--- src/pkg/miopc_pkg.sv ---
// Package of constants and types for the machine I/O panel control block
// How it works
// RL1: A low pedal level is a press, accepted only after 100 ms of continuous low.
// RL2: An accepted press starts work when idle, pauses it when running, resumes it when paused.
// RL3: A new press that begins less than 100 ms after the last accepted press is ignored.
// RL4: The protection input is still synchronised but not acted on while its enable is clear.
// RL5: With protection enabled, a high or floating input suspends work and forces the laser off.
// RL6: The two U jog inputs are active low and request motion while held low.
// RL7: The active-low stop input terminates the running work.
// RL8: The finish output turns on when a job finishes and off one second later.
// RL9: Lamp and beeper outputs are driven only while their function is enabled.
// RL10: The lift output follows knife or wheel lift by selection, only in I/O lift mode.
// RL11: There are eight vacuum-zone outputs and one master vacuum output.
// RL12: There are eight servo alarm inputs and three spare general inputs.
// RL13: Every external input passes a two-stage synchroniser before any other logic.
// RL14: Pedal hold and finish timing use a millisecond tick from a configurable prescaler.
package miopc_pkg;
    localparam int CLK_HZ = 125_000_000;
    localparam int TICK_HZ = 1000;
    // Cycles per millisecond tick
    localparam int MS_CYCLES = CLK_HZ / TICK_HZ;
    localparam int PEDAL_HOLD_MS = 100;
    localparam int PEDAL_GAP_MS = 100;
    localparam int FINISH_MS = 1000;
    localparam int MS_CNT_W = 11;
    localparam int PRE_W = 20;
    localparam int NUM_AXES = 8;
    localparam int NUM_ZONES = 8;
    localparam int NUM_SPARE = 3;
    localparam int NUM_SYNC = 16;
    // Positions in the synchronised input vector
    localparam int IDX_PEDAL = 0;
    localparam int IDX_PROT = 1;
    localparam int IDX_JOGN = 2;
    localparam int IDX_JOGP = 3;
    localparam int IDX_STOP = 4;
    localparam int IDX_ALARM = 5;
    localparam int IDX_SPARE = 13;

    typedef enum logic [2:0] {
        ST_IDLE = 3'h1,
        ST_RUN = 3'h2,
        ST_PAUSE = 3'h4
    } miopc_state_type;
endpackage

--- src/pkg/miopc_sync_if.sv ---
// Interface carrying raw and synchronised inputs plus the millisecond tick
`timescale 1ns/1ps
interface miopc_sync_if;
    logic [miopc_pkg::NUM_SYNC-1:0] raw;
    logic [miopc_pkg::NUM_SYNC-1:0] synced;
    logic ms_tick;
    modport src (input raw, output synced, output ms_tick);
    modport dst (output raw, input synced, input ms_tick);
endinterface

--- src/logic/miopc_top.sv ---
// Machine I/O panel control: pedal, protection, jog, stop, lamps, lift, vacuum
`timescale 1ns/1ps
module miopc_top #(
    parameter logic [miopc_pkg::PRE_W-1:0] TICK_DIV =
        miopc_pkg::PRE_W'(miopc_pkg::MS_CYCLES),
    parameter logic [miopc_pkg::MS_CNT_W-1:0] HOLD_MS =
        miopc_pkg::MS_CNT_W'(miopc_pkg::PEDAL_HOLD_MS),
    parameter logic [miopc_pkg::MS_CNT_W-1:0] GAP_MS =
        miopc_pkg::MS_CNT_W'(miopc_pkg::PEDAL_GAP_MS),
    parameter logic [miopc_pkg::MS_CNT_W-1:0] FIN_MS =
        miopc_pkg::MS_CNT_W'(miopc_pkg::FINISH_MS)
) (
    // Clock and reset
    input wire logic core_clk_i,
    input wire logic rstn_i,
    // Panel inputs from pins; pedal, jog and stop active low; protect, alarms and spares active high
    input wire logic pedal_in_n_i,
    input wire logic protect_in_i,
    input wire logic jog_neg_n_i,
    input wire logic jog_pos_n_i,
    input wire logic stop_n_i,
    input wire logic [miopc_pkg::NUM_AXES-1:0] servo_alarm_in_i,
    input wire logic [miopc_pkg::NUM_SPARE-1:0] spare_in_i,
    // Configuration
    input wire logic protect_en_i,
    input wire logic red_en_i,
    input wire logic yellow_en_i,
    input wire logic green_en_i,
    input wire logic beep_en_i,
    input wire logic lift_io_en_i,
    input wire logic lift_sel_wheel_i,
    // Controller requests
    input wire logic job_done_i,
    input wire logic red_req_i,
    input wire logic yellow_req_i,
    input wire logic green_req_i,
    input wire logic beep_req_i,
    input wire logic knife_lift_req_i,
    input wire logic wheel_lift_req_i,
    input wire logic laser_req_i,
    input wire logic [miopc_pkg::NUM_ZONES-1:0] vacuum_zone_req_i,
    input wire logic vacuum_master_req_i,
    // Machine state and commands
    output logic [2:0] work_state_o,
    output logic start_cmd_o,
    output logic pause_cmd_o,
    output logic resume_cmd_o,
    output logic stop_cmd_o,
    output logic protected_o,
    output logic laser_on_o,
    output logic jog_neg_o,
    output logic jog_pos_o,
    output logic [miopc_pkg::NUM_AXES-1:0] servo_alarm_o,
    output logic [miopc_pkg::NUM_SPARE-1:0] spare_o,
    // Driven outputs
    output logic finish_out_o,
    output logic red_out_o,
    output logic yellow_out_o,
    output logic green_out_o,
    output logic beeper_out_o,
    output logic lift_out_o,
    output logic [miopc_pkg::NUM_ZONES-1:0] vacuum_zone_out_o,
    output logic vacuum_master_out_o
);
    ////////////////////////////////////////////////////////////////////////
    logic rst_meta_r;
    logic rst_n_r;

    always_ff @(posedge core_clk_i or negedge rstn_i) begin
        if (!rstn_i) begin
            rst_meta_r <= 1'b0;
            rst_n_r <= 1'b0;
        end else begin
            rst_meta_r <= 1'b1;
            rst_n_r <= rst_meta_r;
        end
    end

    ////////////////////////////////////////////////////////////////////////
    miopc_sync_if sif ();
    assign sif.raw = {spare_in_i, servo_alarm_in_i, stop_n_i, jog_pos_n_i,
                      jog_neg_n_i, protect_in_i, pedal_in_n_i};

    miopc_sync u_sync (
        .clk_i(core_clk_i),
        .rst_n_i(rst_n_r),
        .sif(sif)
    );

    miopc_tick #(.DIV(TICK_DIV)) u_tick (
        .clk_i(core_clk_i),
        .rst_n_i(rst_n_r),
        .sif(sif)
    );

    logic pedal_low;
    logic prot_s;
    logic stop_low;
    assign pedal_low = !sif.synced[miopc_pkg::IDX_PEDAL];
    assign prot_s = sif.synced[miopc_pkg::IDX_PROT];
    assign stop_low = !sif.synced[miopc_pkg::IDX_STOP];

    ////////////////////////////////////////////////////////////////////////
    // Pedal qualification
    logic [miopc_pkg::MS_CNT_W-1:0] hold_r;
    logic [miopc_pkg::MS_CNT_W-1:0] gap_r;
    logic armed_r;
    logic gap_act_r;
    logic press_r;

    // Hold counter restarts whenever the pedal lifts; only one
    // acceptance per press, re-armed on release.
    always_ff @(posedge core_clk_i or negedge rst_n_r) begin
        if (!rst_n_r) begin
            hold_r <= '0;
            armed_r <= 1'b1;
            press_r <= 1'b0;
        end else begin
            press_r <= 1'b0;
            if (!pedal_low) begin
                hold_r <= '0; // RL1
                armed_r <= 1'b1;
            end else if (armed_r && sif.ms_tick) begin
                // One tick more than HOLD_MS: the first tick may come at
                // once, so only this count guarantees a full hold time
                if (hold_r == HOLD_MS) begin
                    armed_r <= 1'b0;
                    if (!gap_act_r) begin
                        press_r <= 1'b1; // RL1
                    end
                end else begin
                    hold_r <= hold_r + 1'b1; // RL1
                end
            end
        end
    end

    // Window after an accepted press; a press that begins while the window is
    // open is dropped even if its hold completes after the window closes
    logic start_in_gap_r;
    logic pedal_low_d_r;
    always_ff @(posedge core_clk_i or negedge rst_n_r) begin
        if (!rst_n_r) begin
            gap_r <= '0;
            gap_act_r <= 1'b0;
            start_in_gap_r <= 1'b0;
            pedal_low_d_r <= 1'b0;
        end else begin
            pedal_low_d_r <= pedal_low;
            if (pedal_low && !pedal_low_d_r) begin
                start_in_gap_r <= gap_act_r; // RL3
            end
            if (press_r) begin
                gap_act_r <= 1'b1;
                gap_r <= '0;
            end else if (gap_act_r && sif.ms_tick) begin
                // Extra tick keeps the window at least GAP_MS long
                if (gap_r == GAP_MS) begin
                    gap_act_r <= 1'b0;
                end else begin
                    gap_r <= gap_r + 1'b1;
                end
            end
        end
    end

    logic accept;
    assign accept = press_r && !start_in_gap_r; // RL3

    ////////////////////////////////////////////////////////////////////////
    // Work state machine
    miopc_pkg::miopc_state_type state_r;
    miopc_pkg::miopc_state_type state_nxt;
    logic prot_act;
    assign prot_act = protect_en_i && prot_s; // RL4 RL5

    always_comb begin
        state_nxt = state_r;
        case (state_r)
            miopc_pkg::ST_IDLE: begin
                if (accept && !prot_act && !stop_low) begin
                    state_nxt = miopc_pkg::ST_RUN; // RL2
                end
            end
            miopc_pkg::ST_RUN: begin
                if (stop_low || job_done_i) begin
                    state_nxt = miopc_pkg::ST_IDLE; // RL7
                end else if (prot_act || accept) begin
                    state_nxt = miopc_pkg::ST_PAUSE; // RL2 RL5
                end
            end
            miopc_pkg::ST_PAUSE: begin
                if (stop_low) begin
                    state_nxt = miopc_pkg::ST_IDLE; // RL7
                end else if (accept && !prot_act) begin
                    state_nxt = miopc_pkg::ST_RUN; // RL2
                end
            end
            default: state_nxt = miopc_pkg::ST_IDLE;
        endcase
    end

    always_ff @(posedge core_clk_i or negedge rst_n_r) begin
        if (!rst_n_r) begin
            state_r <= miopc_pkg::ST_IDLE;
            start_cmd_o <= 1'b0;
            pause_cmd_o <= 1'b0;
            resume_cmd_o <= 1'b0;
            stop_cmd_o <= 1'b0;
        end else begin
            state_r <= state_nxt;
            start_cmd_o <= state_r == miopc_pkg::ST_IDLE &&
                           state_nxt == miopc_pkg::ST_RUN;
            pause_cmd_o <= state_nxt == miopc_pkg::ST_PAUSE &&
                           state_r == miopc_pkg::ST_RUN;
            resume_cmd_o <= state_r == miopc_pkg::ST_PAUSE &&
                            state_nxt == miopc_pkg::ST_RUN;
            stop_cmd_o <= stop_low && state_r != miopc_pkg::ST_IDLE; // RL7
        end
    end
    assign work_state_o = state_r;

    ////////////////////////////////////////////////////////////////////////
    // Finish pulse
    logic [miopc_pkg::MS_CNT_W-1:0] fin_r;
    logic fin_done;
    assign fin_done = state_r == miopc_pkg::ST_RUN && job_done_i &&
                      !stop_low;

    always_ff @(posedge core_clk_i or negedge rst_n_r) begin
        if (!rst_n_r) begin
            finish_out_o <= 1'b0;
            fin_r <= '0;
        end else if (fin_done) begin
            finish_out_o <= 1'b1; // RL8
            fin_r <= '0;
        end else if (finish_out_o && sif.ms_tick) begin
            if (fin_r == FIN_MS - 1'b1) begin
                finish_out_o <= 1'b0; // RL8
            end else begin
                fin_r <= fin_r + 1'b1;
            end
        end
    end

    ////////////////////////////////////////////////////////////////////////
    // Output registers
    always_ff @(posedge core_clk_i or negedge rst_n_r) begin
        if (!rst_n_r) begin
            protected_o <= 1'b0;
            laser_on_o <= 1'b0;
            jog_neg_o <= 1'b0;
            jog_pos_o <= 1'b0;
            servo_alarm_o <= '0;
            spare_o <= '0;
            red_out_o <= 1'b0;
            yellow_out_o <= 1'b0;
            green_out_o <= 1'b0;
            beeper_out_o <= 1'b0;
            lift_out_o <= 1'b0;
            vacuum_zone_out_o <= '0;
            vacuum_master_out_o <= 1'b0;
        end else begin
            protected_o <= prot_act; // RL5
            laser_on_o <= laser_req_i && !prot_act; // RL5
            jog_neg_o <= !sif.synced[miopc_pkg::IDX_JOGN]; // RL6
            jog_pos_o <= !sif.synced[miopc_pkg::IDX_JOGP]; // RL6
            servo_alarm_o <= sif.synced[miopc_pkg::IDX_ALARM +:
                                        miopc_pkg::NUM_AXES]; // RL12
            spare_o <= sif.synced[miopc_pkg::IDX_SPARE +:
                                  miopc_pkg::NUM_SPARE]; // RL12
            red_out_o <= red_en_i && red_req_i; // RL9
            yellow_out_o <= yellow_en_i && yellow_req_i; // RL9
            green_out_o <= green_en_i && green_req_i; // RL9
            beeper_out_o <= beep_en_i && beep_req_i; // RL9
            lift_out_o <= lift_io_en_i && (lift_sel_wheel_i ?
                          wheel_lift_req_i : knife_lift_req_i); // RL10
            vacuum_zone_out_o <= vacuum_zone_req_i; // RL11
            vacuum_master_out_o <= vacuum_master_req_i; // RL11
        end
    end

    ////////////////////////////////////////////////////////////////////////
    AST_PRESS_NEEDS_LOW: assert property (@(posedge core_clk_i)
        disable iff (!rst_n_r) press_r |-> $past(pedal_low, 2)) // RL1
        else $error("press accepted without pedal low");
    AST_IDLE_TO_RUN: assert property (@(posedge core_clk_i)
        disable iff (!rst_n_r) (state_r == miopc_pkg::ST_IDLE && accept &&
        !prot_act && !stop_low) |=> state_r == miopc_pkg::ST_RUN) // RL2
        else $error("accepted press did not start work");
    AST_GAP_BLOCK: assert property (@(posedge core_clk_i)
        disable iff (!rst_n_r) (press_r && start_in_gap_r) |=>
        $stable(state_r)) // RL3
        else $error("press inside gap changed state");
    AST_PROT_DISABLED: assert property (@(posedge core_clk_i)
        disable iff (!rst_n_r) !protect_en_i |=> !protected_o) // RL4
        else $error("protection acted while disabled");
    AST_PROT_LASER: assert property (@(posedge core_clk_i)
        disable iff (!rst_n_r) protected_o |-> !laser_on_o) // RL5
        else $error("laser on while protected");
    AST_STOP_IDLE: assert property (@(posedge core_clk_i)
        disable iff (!rst_n_r) stop_low |=> state_r == miopc_pkg::ST_IDLE)
        // RL7
        else $error("stop did not end work");
    AST_FIN_RISE: assert property (@(posedge core_clk_i)
        disable iff (!rst_n_r) fin_done |=> finish_out_o) // RL8
        else $error("finish output did not rise");
    AST_LAMP_GATE: assert property (@(posedge core_clk_i)
        disable iff (!rst_n_r) !red_en_i |=> !red_out_o) // RL9
        else $error("red lamp on while disabled");
    AST_LIFT_GATE: assert property (@(posedge core_clk_i)
        disable iff (!rst_n_r) !lift_io_en_i |=> !lift_out_o) // RL10
        else $error("lift driven outside io mode");
    AST_JOG: assert property (@(posedge core_clk_i)
        disable iff (!rst_n_r) jog_neg_o |-> $past(!sif.synced[2])) // RL6
        else $error("jog request without input low");

    COV_START: cover property (@(posedge core_clk_i) start_cmd_o);
    COV_PAUSE: cover property (@(posedge core_clk_i) pause_cmd_o);
    COV_RESUME: cover property (@(posedge core_clk_i) resume_cmd_o);
    COV_FINISH: cover property (@(posedge core_clk_i) $fell(finish_out_o));
endmodule

--- src/logic/miopc_sync.sv ---
// Two-stage input synchronisers for all external inputs
`timescale 1ns/1ps
module miopc_sync (
    // Clock and reset
    input wire logic clk_i,
    input wire logic rst_n_i,
    // Signals
    miopc_sync_if.src sif
);
    logic [miopc_pkg::NUM_SYNC-1:0] meta_r;
    logic [miopc_pkg::NUM_SYNC-1:0] sync_r;

    // Active-low inputs idle high, so every bit resets high, protect, alarm and spare included
    always_ff @(posedge clk_i or negedge rst_n_i) begin
        if (!rst_n_i) begin
            meta_r <= '1;
            sync_r <= '1;
        end else begin
            meta_r <= sif.raw; // RL13
            sync_r <= meta_r; // RL13
        end
    end
    assign sif.synced = sync_r;
endmodule

--- src/logic/miopc_tick.sv ---
// Millisecond tick prescaler
`timescale 1ns/1ps
module miopc_tick #(
    parameter logic [miopc_pkg::PRE_W-1:0] DIV =
        miopc_pkg::PRE_W'(miopc_pkg::MS_CYCLES)
) (
    // Clock and reset
    input wire logic clk_i,
    input wire logic rst_n_i,
    // Tick output
    miopc_sync_if.src sif
);
    logic [miopc_pkg::PRE_W-1:0] cnt_r;
    logic tick_r;

    always_ff @(posedge clk_i or negedge rst_n_i) begin
        if (!rst_n_i) begin
            cnt_r <= '0;
            tick_r <= 1'b0;
        end else if (cnt_r == DIV - 1'b1) begin
            cnt_r <= '0;
            tick_r <= 1'b1; // RL14
        end else begin
            cnt_r <= cnt_r + 1'b1;
            tick_r <= 1'b0;
        end
    end
    assign sif.ms_tick = tick_r;

    AST_TICK_PERIOD: assert property (@(posedge clk_i) disable iff (!rst_n_i)
        tick_r |=> !tick_r) // RL14
        else $error("tick lasted more than one cycle");
endmodule

--- config.mk ---
export PLATFORM = sky130hd
export DESIGN_NAME = miopc_top
export DESIGN_NICKNAME = d
export VERILOG_FILES = /design/src/pkg/miopc_pkg.sv /design/src/pkg/miopc_sync_if.sv /design/src/logic/miopc_top.sv /design/src/logic/miopc_sync.sv /design/src/logic/miopc_tick.sv
export SDC_FILE = /design/constraint.sdc
export NUM_CORES = 1
export LEC_CHECK = 0
export ABC_AREA = 1
export ABC_CLOCK_PERIOD_IN_PS = 5300
export BUFFER_PORTS_ARGS = -buffer_cell sky130_fd_sc_hd__buf_2
export CORE_UTILIZATION = 45
export DETAILED_ROUTE_END_ITERATION = 16
export PLACE_DENSITY_LB_ADDON = 0.2
export SYNTH_ARGS = -nofsm -noshare
export SYNTH_HDL_FRONTEND = slang
export SYNTH_SLANG_ARGS = --single-unit
export TNS_END_PERCENT = 10
--- constraint.sdc ---
create_clock -name core_clk_i -period 5.3 [get_ports core_clk_i]
set_input_delay 0.53 -clock core_clk_i [delete_from_list [all_inputs] [get_ports core_clk_i]]
set_output_delay 0.53 -clock core_clk_i [all_outputs]
set_load 0.05 [all_outputs]
* Word level (Yosys, flattened, before mapping)
Cells that the tools add are included.
** Word-level totals
- Logic and storage cells :: 122
- Bits in registers :: 130
** Cells by class
- Multiplexer cells :: 31
- $add $sub $neg :: 4
- Reductions and logical operators :: 41
- Eq/ne operators :: 13
** Operators by type and width (count)
- $mux 11 :: 9
- $add 11x1->11 const B :: 3
- $eq 11x7->1 const B :: 2
- $add 20x1->20 const B :: 1
- $eq 20x17->1 const B :: 1
- $logic_and 1x1->1 :: 20
- $mux 20 :: 1
- $mux 1 :: 15
- $mux 3 :: 5
- $reduce_and 2->1 :: 6
- $reduce_bool 2->1 :: 6
- $eq 11x10->1 const B :: 1
- $pmux 3 s3 :: 1
- $logic_not 1->1 :: 7
- $eq 3x2->1 const B :: 2
- $eq 3x3->1 const B :: 2
- $ne 2x2->1 const B :: 2
- $eq 3x1->1 const B :: 1
- $ne 3x1->1 const B :: 1
- $logic_or 1x1->1 :: 2
- $ne 2x1->1 const B :: 1

* Logic depth before layout (Yosys ltp)
Gate-level depths: netlist of the first run.
- Word-level depth :: 8
- Depth in mapped cells :: 10
- Gate-level depth less buffers :: 9

* Worst setup path after synthesis of the first run
No wires, ideal clock.
- Kind :: flip-flop to flip-flop
- Start :: register state_r[1], in the netlist work_state_o[1]
- End :: register fin_r[5] (netlist bit)
- Arrival :: 1470 ps
- Slack :: 3695 ps
- Path buffers :: 1
- Library setup time :: 135 ps
- Data required time :: 5165 ps
- Period minus slack after synthesis :: 1605 ps
- Stages on the path, launching flop included :: 7
- Cell sequence :: dfrtp_1 > inv_1 > nor3_2 > nand3_1 > buf_2 > nand3_1 > o21ai_0
** On the way
- Longest elaborated chain between the ends :: 5
- Elaborated cells on any way between the ends :: 7
- Classes of those cells :: 2 x eq/ne; 1 x mux; 4 x reduce/logical
** RTL lines
- start, declared :: RTL line miopc_top.sv:172 : miopc_pkg::miopc_state_type state_r;
- start signal, assigned :: RTL line miopc_top.sv:205 : state_r <= miopc_pkg::ST_IDLE;
- start signal, assigned :: RTL line miopc_top.sv:211 : state_r <= state_nxt;
- $eq 3x2->1 (*) :: RTL line miopc_top.sv:227 : assign fin_done = state_r == miopc_pkg::ST_RUN && job_done_i &&
- $logic_and 1x1->1 (*) (2 in a row) :: RTL line miopc_top.sv:227
- $ne 2x2->1 (no source line) or $reduce_bool 2->1 (tied branches)
- $reduce_and 2->1 (no source line)
- end signal, assigned :: RTL line miopc_top.sv:241 : fin_r <= fin_r + 1'b1;
- end, declared :: RTL line miopc_top.sv:225 : logic [miopc_pkg::MS_CNT_W-1:0] fin_r;
Every way passes the cells marked *; elsewhere a longest branch is shown, timed or not.
A chain may end at the register's enable or synchronous reset.

* Worst setup path in the final report of the first run
- Start :: register state_r[2], in the netlist work_state_o[2]
- End :: register fin_r[5] (netlist bit)
The elaborated chain is that of the path after synthesis.

==> results_dict.tcl, run 1 <==
set metrics [dict create \
    grt_setup_unrepaired "no" \
    vias 4229 \
    post-synth-top-area-cell "dfrtp_1" \
    avgSynthCellArea_sq_um 9.232 \
    whs_path_depth 1 \
    area_delta_synth_final_pct 19.77 \
    routed_wire_length_per_instance_um 12.12 \
    timing.max_cap.violations 0 \
    clk_pin_slew_worst_paths_ns 0.06 \
    timing.final.crit_share_pct 34.41 \
    rows 40 \
    worst_r2r_endpoint "fin_r[5]" \
    critPathRequiredTime_ns 5.58 \
    clock_tree.root_cell "clkbuf_16" \
    power.ir.vdd_worst_mv 0.2257 \
    power.switching_fraction_pct 23.51 \
    design.die.area_sq_um 13030 \
    combinationalPowerShare_pct 4.3 \
    grt_use_total_pct 17.89 \
    timing.hold.worst.start "servo_alarm_in_i[0]" \
    syn-instance-count 613 \
    worst_clock_skew_ns 0.008683 \
    sequential_cell_area_sq_um 3299 \
    final_antenna_net_count 0 \
    crit_fanout 15 \
    drt_pre_antenna_iters 7 \
    power.sequential.fraction_pct 46.0 \
    hold_path.class "primary input to flip-flop" \
    buffer_ports.inserted 78 \
    tns_ns 0 \
    timing.critical_path.arrival_ns 2.10 \
    fraction_of_layout_instances_using_a_drive_strength_above_1_pct 24.51 \
    crit_type "flip-flop to flip-flop" \
    fill_cells 1064 \
    critical-path-max-stage-delay_ns 0.47 \
    cell_internal_pwr_mw 1.751 \
    antennaDiodeCount 0 \
    timing_hold_violations_final 0 \
    pin_count 79 \
    launch_point_of_the_worst_reg_to_reg_path "work_state_o[2]" \
    max_clock_freq_mhz 548.4 \
    per_cell_via_count_in_the_routed_design 4.795 \
    grt_start_max_net_pins 75 \
    timing.critical_path.slowest_stage_cell "nand3_1" \
    worst_r2r_path_depth 4 \
    source_to_sink_clock_delay_at_the_later_pin_of_the_worst_skew_pair_ns 0.42 \
    post-dp-hpwl_um 7319 \
    worst_pin_slew_ns 0.8970 \
    antenna_found_initial 0 \
    postSynthRegisterBits 130 \
    first_global_vias 4033 \
    tritoncts "built" \
    path_cells "nor3_2 -> nand3_1 -> o21ai_0 -> o21ai_0" \
    wirelength_um 10690 \
    synth.yosys.warnings 0 \
    yosysUniqueCellTypes 35 \
    synth.cell_area_sq_um 5659 \
    synth_largest_type_area_fraction_pct 42.45 \
    floorplan.core_area_sq_um 12110 \
    final_net_count 749 \
    worstSetupEndpointType "flip-flop" \
    cts_htree_levels 4 \
    outcome "complete, no violations" \
    synth.top_cells.by_area "dfrtp_1 (42%), dfstp_2 (16%), nand2_1 (10%)" \
    numCtsBuffers 17 \
    power.share.clock_pct 49.7 \
    min_to "u_sync.meta_r[5]" \
    synth.yosys.seq_area_share_pct 58.24 \
    worst-r2r-setup-slack_ns 3.48 \
    final-setup-viol-count 0 \
    timing.critical_path.from_type "flip-flop" \
    drcViolationCount 0 \
    period_minus_slack_ns 1.823 \
    final-max-slew-violation-count 0 \
    initial_core_util_pct 46.73 \
    finalWeightedCongestion 0.8504 \
    die_w_um 114.1 \
    critical_path.most_common_cell "o21ai_0" \
    grt_pass1_wl_um 18000 \
    powerDensity_nw_per_um2 337.9 \
    clk_path_buf_depth 2 \
    area_occupied_by_multi_input_gates_sq_um 1979 \
    layout.core_utilization_pct 55.96 \
    die_height_um 114.1 \
    power.static_leakage_nw 3.192 \
    synth.net_count 661 \
    post_cts_resized 0 \
    remaining_overflow_grt 0 \
    net-switching-power_mw 0.5385 \
    worst_slew_margin_rel_pct 40.20 \
    drt_first_iter_violations 281 \
    clkSinkCount 130 \
]
[area by class of cell]
cell class	instances	area share, %
Inverter	79	4.394
Tap cell	168	3.101
Multi-Input combinational cell	393	29.20
Clock buffer	17	6.277
Sequential cell	130	48.68
Clock inverter	15	2.326
Timing Repair Buffer	80	6.018
[power by group through the flow]
| stage | Combinational [mW] | Clock (mW) | Sequential (mW) |
|---|---|---|---|
| finish | 0.0979 | 1.14 | 1.05 |
| global placement | 0.0974 | 0 | 1.07 |
| floorplan | 0.0213 | 0 | 1.11 |
| detailed placement | 0.0990 | 0 | 1.07 |
| global route | 0.106 | 1.21 | 1.06 |
| CTS | 0.0999 | 1.17 | 1.05 |
[stage by stage]
step | instance area [sq um] | power [mW] | hold slack (ns) | setup WS, ns | instances
final | 6778 | 2.290 | 0.2071 | 3.477 | 882
after global routing | 6778 | 2.372 | 0.1911 | 3.291 | 882
after CTS | 6778 | 2.322 | 0.1867 | 3.486 | 882
after detailed placement | 6185 | 1.170 | 0.3168 | 3.486 | 849
after global placement | 6185 | 1.168 | 0.3146 | 3.523 | 849
after floorplan | 5659 | 1.132 | 0.2344 | 1.469 | 613
[cells by family after synthesis]
| group | after synthesis | synth area share [%] |
|---|---|---|
| other | 1 | 0.06626 |
| buffers and inverters | 90 | 6.787 |
| muxes | 1 | 0.1990 |
| and+or+nand+nor | 323 | 26.20 |
| AOI/OAI and AO/OA | 44 | 4.400 |
| adders and majority gates | 6 | 1.327 |
| xor gates and xnor gates | 18 | 2.786 |
| DFF | 130 | 58.24 |
[state kept, by name (all words and copies together) (netlist names), 3 cells and up]
register,cells
gap_r,11
fin_r,11
work_state_o,3
servo_alarm_o,8
vacuum_zone_out_o,8
u_sync.sif.synced,16
spare_o,3
u_sync.meta_r,16
hold_r,11
u_tick.cnt_r,20
[Yosys cell counts]
library cell / count
nor2_2: 4
buf_12: 1
clkbuf_1: 2
o22ai_1: 1
dfrtp_1: 96
nand2_8: 1
a21boi_0: 1
nor4_1: 1
o21ai_2: 4
buf_2: 5
o21ai_1: 3
o21ai_0: 28
nand3_1: 66
nor3_2: 3
ha_1: 6
xnor2_1: 1
or2_2: 2
nor2_1: 52
nor2_4: 5
a21oi_1: 3
nand2_4: 1
a21o_1: 1
nand2_1: 151
nand4_1: 22
xor2_1: 17
o21bai_1: 3
mux2_2: 1
conb_1: 1
nand3_2: 2
nor3_1: 8
buf_6: 3
clkinv_2: 1
nand2_2: 5
inv_1: 78
dfstp_2: 34
[how the worst max path moves through the flow]
stage | startpoint | to | cells after the start
3_5_place_dp | rst_n_r | hold_r[3] | 1
2_1_floorplan | rst_n_r | beeper_out_o | 0
4_1_cts | rst_n_r | fin_r[3] | 1
5_1_grt | work_state_o[2] | fin_r[3] | 4
6_report | work_state_o[2] | fin_r[5] | 4
3_3_place_gp | rst_n_r | hold_r[2] | 1
[routing by layer]
layer | share of wire, % | track usage (%)
met5 | 0 | 0
met3 | 5.0 | 5.241
met1 | 47 | 22.68
met2 | 47 | 28.65
met4 | 1.7 | 7.619
[layout by cell type, fill, tap and decap left out, drive strengths merged, types with 11 or more instances in the layout]
cell / netlist / layout
nand2: 158 / 158
dfrtp: 96 / 96
inv: 78 / 82
buf: 9 / 79
nand3: 68 / 68
nor2: 61 / 61
o21ai: 35 / 35
dfstp: 34 / 34
nand4: 22 / 22
xor2: 17 / 17
clkbuf: 2 / 17
nor3: 11 / 11
[worst max-delay path, delay by kind of cell, from the launching register on]
| kind | cells | cell delay, ns |
|---|---|---|
| AO/OA/AOI/OAI | 2 | 0.52 |
| AND/OR/NAND/NOR | 2 | 0.76 |
| flip-flops | 1 | 0.41 |
[repair_timing]
action,CTS,global route
buffers inserted,0,0
hold endpoints to repair,2,0
hold buffers,1,0
Power figures use the tool's default switching activity.
==> run 2: changes to the inputs <==
- ABC_CLOCK_PERIOD_IN_PS: 5300 -> 1730
- clock period: 5.3 -> 1.73 ns (I/O delays scaled with it)
==> results_dict.tcl, run 2 (synthesis gave the netlist of run 1 again) <==
set metrics [dict create \
    sequential_cell_area_sq_um 3299 \
    crit_type "flip-flop to flip-flop" \
    per_cell_via_count_in_the_routed_design 4.821 \
    timing_hold_violations_final 0 \
    combinationalPowerShare_pct 5.7 \
    vias 4459 \
    grt_start_max_net_pins 94 \
    die_height_um 114.1 \
    wirelength_um 11610 \
    timing.critical_path.from_type "flip-flop" \
    cts_htree_levels 4 \
    routed_wire_length_per_instance_um 12.55 \
    design.die.area_sq_um 13030 \
    post-dp-hpwl_um 7541 \
    timing.critical_path.arrival_ns 1.90 \
    net-switching-power_mw 1.628 \
    hold_path.class "primary input to flip-flop" \
    crit_fanout 8 \
    final_net_count 792 \
    area_occupied_by_multi_input_gates_sq_um 1994 \
    largest_register_ffs 20 \
    antenna_found_initial 0 \
    grt_setup_unrepaired "no" \
    drt_first_iter_violations 364 \
    antennaDiodeCount 0 \
    worstSetupEndpointType "flip-flop" \
    power.ir.vdd_worst_mv 0.7878 \
    final_common_cell "nand2_1" \
    clk_path_buf_depth 2 \
    finalWeightedCongestion 0.8944 \
    power.share.clock_pct 49.7 \
    tns_ns 0 \
    first_global_vias 4578 \
    final_antenna_net_count 0 \
    critPathRequiredTime_ns 2.08 \
    period_minus_slack_ns 1.553 \
    clk_pin_slew_worst_paths_ns 0.06 \
    drcViolationCount 0 \
    layout.cells.most_common_list "nand2_1 (151), dfrtp_1 (95), inv_1 (78), buf_2 (78), nand3_1 (66)" \
    source_to_sink_clock_delay_at_the_later_pin_of_the_worst_skew_pair_ns 0.42 \
    powerDensity_nw_per_um2 992.3 \
    clkSinkCount 130 \
    rows 40 \
    final-max-slew-violation-count 0 \
    cell_internal_pwr_mw 5.551 \
    power.sequential.fraction_pct 44.5 \
    fill_cells 1062 \
    area_delta_synth_final_pct 27.84 \
    buffer_ports.inserted 78 \
    outcome "complete, no violations" \
    grt_use_total_pct 19.87 \
    timing.max_cap.violations 0 \
    clock_tree.root_cell "clkbuf_16" \
    fraction_of_layout_instances_using_a_drive_strength_above_1_pct 23.91 \
    max_clock_freq_mhz 644.1 \
    max_flop_register "u_tick.cnt_r" \
    numCtsBuffers 17 \
    tritoncts "built" \
    grt_pass1_wl_um 20060 \
    floorplan.core_area_sq_um 12110 \
    layout.core_utilization_pct 59.73 \
    remaining_overflow_grt 0 \
    worst_clock_skew_ns 0.006389 \
    power.static_leakage_nw 3.387 \
    drt_pre_antenna_iters 5 \
    timing.final.crit_share_pct 89.74 \
    die_w_um 114.1 \
    final-setup-viol-count 0 \
    power.switching_fraction_pct 22.68 \
    initial_core_util_pct 46.73 \
    pin_count 79 \
]
==> run 2: layout make-up <==
class                           count  area share [%]
Sequential cell                   130           45.61
Multi-Input combinational cell    393           27.57
Timing Repair Buffer              123           11.52
Clock buffer                       21           6.520
Inverter                           79           4.116
Tap cell                          168           2.906
Clock inverter                     11           1.764
==> run 2: power by group through the flow <==
stage / Clock, mW / Sequential, mW / Combinational (mW)
2_1_floorplan: 0 / 3.40 / 0.0654
3_3_place_gp: 0 / 3.24 / 0.345
3_5_place_dp: 0 / 3.25 / 0.350
4_1_cts: 3.64 / 3.20 / 0.415
5_1_grt: 3.76 / 3.21 / 0.449
6_report: 3.57 / 3.20 / 0.412
==> run 2: path summary, 6_finish.rpt <==
check | from | endpoint | slack [ns] | cells past startpoint
worst max-delay path | gap_r[0] | gap_r[8] | 0.18 | 7
worst min-delay path | protect_en_i | protected_o | 0.06 | 3
worst max register to register | gap_r[0] | gap_r[8] | 0.18 | 7
worst min register to register | u_sync.meta_r[0] | u_sync.sif.synced[0] | 0.35 | 0
max in group asynchronous | rst_n_r | u_sync.sif.synced[2] | 0.97 | 1
min in group asynchronous | rstn_i | rst_n_r | 0.07 | 2
==> run 2: routing by layer <==
layer | track usage (%) | up-vias | wire length, um
li1 | - | 2213 | -
met1 | 23.71 | 2111 | 5119
met2 | 33.05 | 118 | 5716
met3 | 6.247 | 17 | 578
met4 | 8.831 | 0 | 192
met5 | 0 | - | 0
==> run 2: per-stage QoR <==
stage / instances / instance area (sq um) / hold WS, ns / total power [mW] / worst slack [ns]
6_report: 925 / 7234 / 0.06115 / 7.179 / 0.1774
5_1_grt: 925 / 7234 / 0.07454 / 7.418 / 0.009855
4_1_cts: 925 / 7219 / 0.03792 / 7.252 / 0.1107
3_5_place_dp: 856 / 6250 / -0.03931 / 3.597 / 0.1552
3_3_place_gp: 856 / 6250 / -0.04213 / 3.588 / 0.1950
2_1_floorplan: 613 / 5663 / -0.1226 / 3.468 / 0.1253
==> run 2: repair_timing <==
action                                  in CTS  in global routing
gates resized for setup                      0                  3
setup buffers                                0                  0
endpoints found under the hold margin       33                  0
hold buffers                                37                  0
endpoints found under the setup margin       0                  6
==> run 2: worst max-delay path, cell delays in order, from the launching register on <==
cell	delay, ns
dfrtp_1	0.46
ha_1	0.27
nand3_1	0.10
nor2_1	0.29
nand2_1	0.08
nand2_1	0.07
nand3_1	0.07
o21ai_2	0.13
==> run 3: changes to the inputs <==
- GPL_TIMING_DRIVEN: not set -> 0
- RECOVER_POWER: not set -> 25
==> results_dict.tcl, run 3 (synthesis gave the netlist of run 1 again) <==
set metrics [dict create \
    critPathRequiredTime_ns 2.02 \
    cell_internal_pwr_mw 5.383 \
    timing.critical_path.from_type "flip-flop" \
    layout.cells.most_common_list "nand2_1 (151), dfrtp_1 (94), inv_1 (78), buf_2 (78), nand3_1 (66)" \
    clk_path_buf_depth 2 \
    cts_htree_levels 4 \
    drcViolationCount 0 \
    combinationalPowerShare_pct 5.9 \
    design.die.area_sq_um 13030 \
    source_to_sink_clock_delay_at_the_later_pin_of_the_worst_skew_pair_ns 0.42 \
    per_cell_via_count_in_the_routed_design 4.811 \
    max_clock_freq_mhz 626.5 \
    cts.repair_timing.setup_buffer_count 0 \
    first_global_vias 4539 \
    final-setup-viol-count 0 \
    vias 4474 \
    worst_r2r_path_depth 6 \
    timing.critical_path.arrival_ns 1.89 \
    final-instance-count-excl-fill 930 \
    grt_use_total_pct 20.01 \
    numCtsBuffers 17 \
    drt_first_iter_violations 275 \
    tritoncts "built" \
    final_common_cell "nand2_1" \
    power.ir.vdd_worst_mv 0.7317 \
    remaining_overflow_grt 0 \
    worst_r2r_endpoint "u_tick.cnt_r[16]" \
    whs_path_depth 3 \
    crit_type "flip-flop to flip-flop" \
    clk_pin_slew_worst_paths_ns 0.06 \
    antennaDiodeCount 0 \
    routed_wire_length_per_instance_um 12.42 \
    clock_tree.root_cell "clkbuf_16" \
    rows 40 \
    antenna_found_initial 0 \
    final_antenna_net_count 0 \
    wirelength_um 11550 \
    crit_fanout 6 \
    outcome "complete, no violations" \
    fraction_of_layout_instances_using_a_drive_strength_above_1_pct 24.41 \
    power.share.clock_pct 48.8 \
    worstSetupEndpointType "flip-flop" \
    final-max-slew-violation-count 0 \
    power_consumption_mw 7.068 \
    pin_count 79 \
    area_delta_synth_final_pct 28.61 \
    buffer_ports.inserted 78 \
    initial_core_util_pct 46.73 \
    power.switching_fraction_pct 23.85 \
    detailed_place.area_sq_um 6311 \
    timing.max_cap.violations 0 \
    power.static_leakage_nw 3.394 \
    fill_cells 1024 \
    launch_point_of_the_worst_reg_to_reg_path "u_tick.cnt_r[0]" \
    worst_pin_slew_ns 0.8896 \
    clkSinkCount 130 \
    placed_cells 861 \
    drt_pre_antenna_iters 4 \
    max_flop_register "u_tick.cnt_r" \
    net-switching-power_mw 1.686 \
    worst_slew_margin_rel_pct 40.70 \
    grt_start_max_net_pins 55 \
    grt_pass1_wl_um 20090 \
    min_to "protected_o" \
    hold_ws_ns 0.03870 \
    hold_path.class "primary input to flip-flop" \
    post-dp-hpwl_um 7739 \
    finalInstanceArea_sq_um 7278 \
    timing.final.crit_share_pct 92.26 \
    power.sequential.fraction_pct 45.3 \
    worst-r2r-setup-slack_ns 0.13 \
    largest_register_ffs 20 \
    grt_setup_unrepaired "no" \
    die_height_um 114.1 \
    powerDensity_nw_per_um2 971.2 \
    worst_clock_skew_ns 0.01018 \
    floorplan.core_area_sq_um 12110 \
    timing.hold.worst.start "protect_en_i" \
    finalWeightedCongestion 0.8927 \
    timing_hold_violations_final 0 \
    layout.core_utilization_pct 60.09 \
    die_w_um 114.1 \
    final_net_count 797 \
    period_minus_slack_ns 1.596 \
]
run 3: worst max-delay path, stage by stage, from the launching register on:
cell and delay [ns]:
dfrtp_1 0.41, ha_2 0.25, nand2_1 0.13, nor2_2 0.19, nand2_1 0.15, o21ai_0 0.22, a21boi_0 0.12
run 3: worst max path at each step:
stage	start	to	slack, ns	cells past startpoint
2_1_floorplan	work_state_o[1]	fin_r[5]	0.13	6
3_3_place_gp	rst_n_r	jog_neg_o	-0.06	0
3_5_place_dp	fin_r[0]	fin_r[3]	-0.003	7
4_1_cts	fin_r[0]	fin_r[3]	0.02	7
5_1_grt	hold_r[0]	hold_r[6]	0.01	10
6_report	u_tick.cnt_r[0]	u_tick.cnt_r[16]	0.13	6
run 3: per-layer routing:
layer | track usage [%] | vias up | wire length, um
met4 | 10.56 | 0 | 250
li1 | - | 2236 | -
met3 | 5.082 | 20 | 525
met1 | 23.87 | 2109 | 5026
met2 | 33.41 | 109 | 5746
met5 | 0 | - | 0
run 3: timing repair:
item	CTS	global route
hold buffers	37	0
hold endpoints to repair	33	0
setup endpoints to repair	0	18
resized for setup	0	10
run 3: power groups by stage:
stage               logic [mW]  clock network, mW  registers (mW)
floorplan               0.0654                  0            3.40
global placement         0.293                  0            3.29
detailed placement       0.350                  0            3.26
CTS                      0.415               3.52            3.21
global route             0.454               3.66            3.21
finish                   0.415               3.45            3.20
run 3: area by class of cell:
cell class | instances | area (sq um) | area share (%)
Sequential cell | 130 | 3298 | 45.32
Multi-Input combinational cell | 393 | 1999 | 27.47
Timing Repair Buffer | 117 | 803.3 | 11.04
Clock buffer | 20 | 456.7 | 6.275
Inverter | 79 | 297.8 | 4.091
Tap cell | 168 | 210.2 | 2.888
Clock inverter | 12 | 123.9 | 1.702
Buffer | 11 | 88.84 | 1.221
run 3: through the flow:
| stage | TNS, ns | worst slack [ns] |
|---|---|---|
| 3_3_place_gp | -4.906 | -0.05701 |
| 5_1_grt | 0 | 0.01011 |
| 4_1_cts | 0 | 0.01898 |
| 2_1_floorplan | 0 | 0.1253 |
| 6_report | 0 | 0.1339 |
| 3_5_place_dp | -0.003445 | -0.003445 |
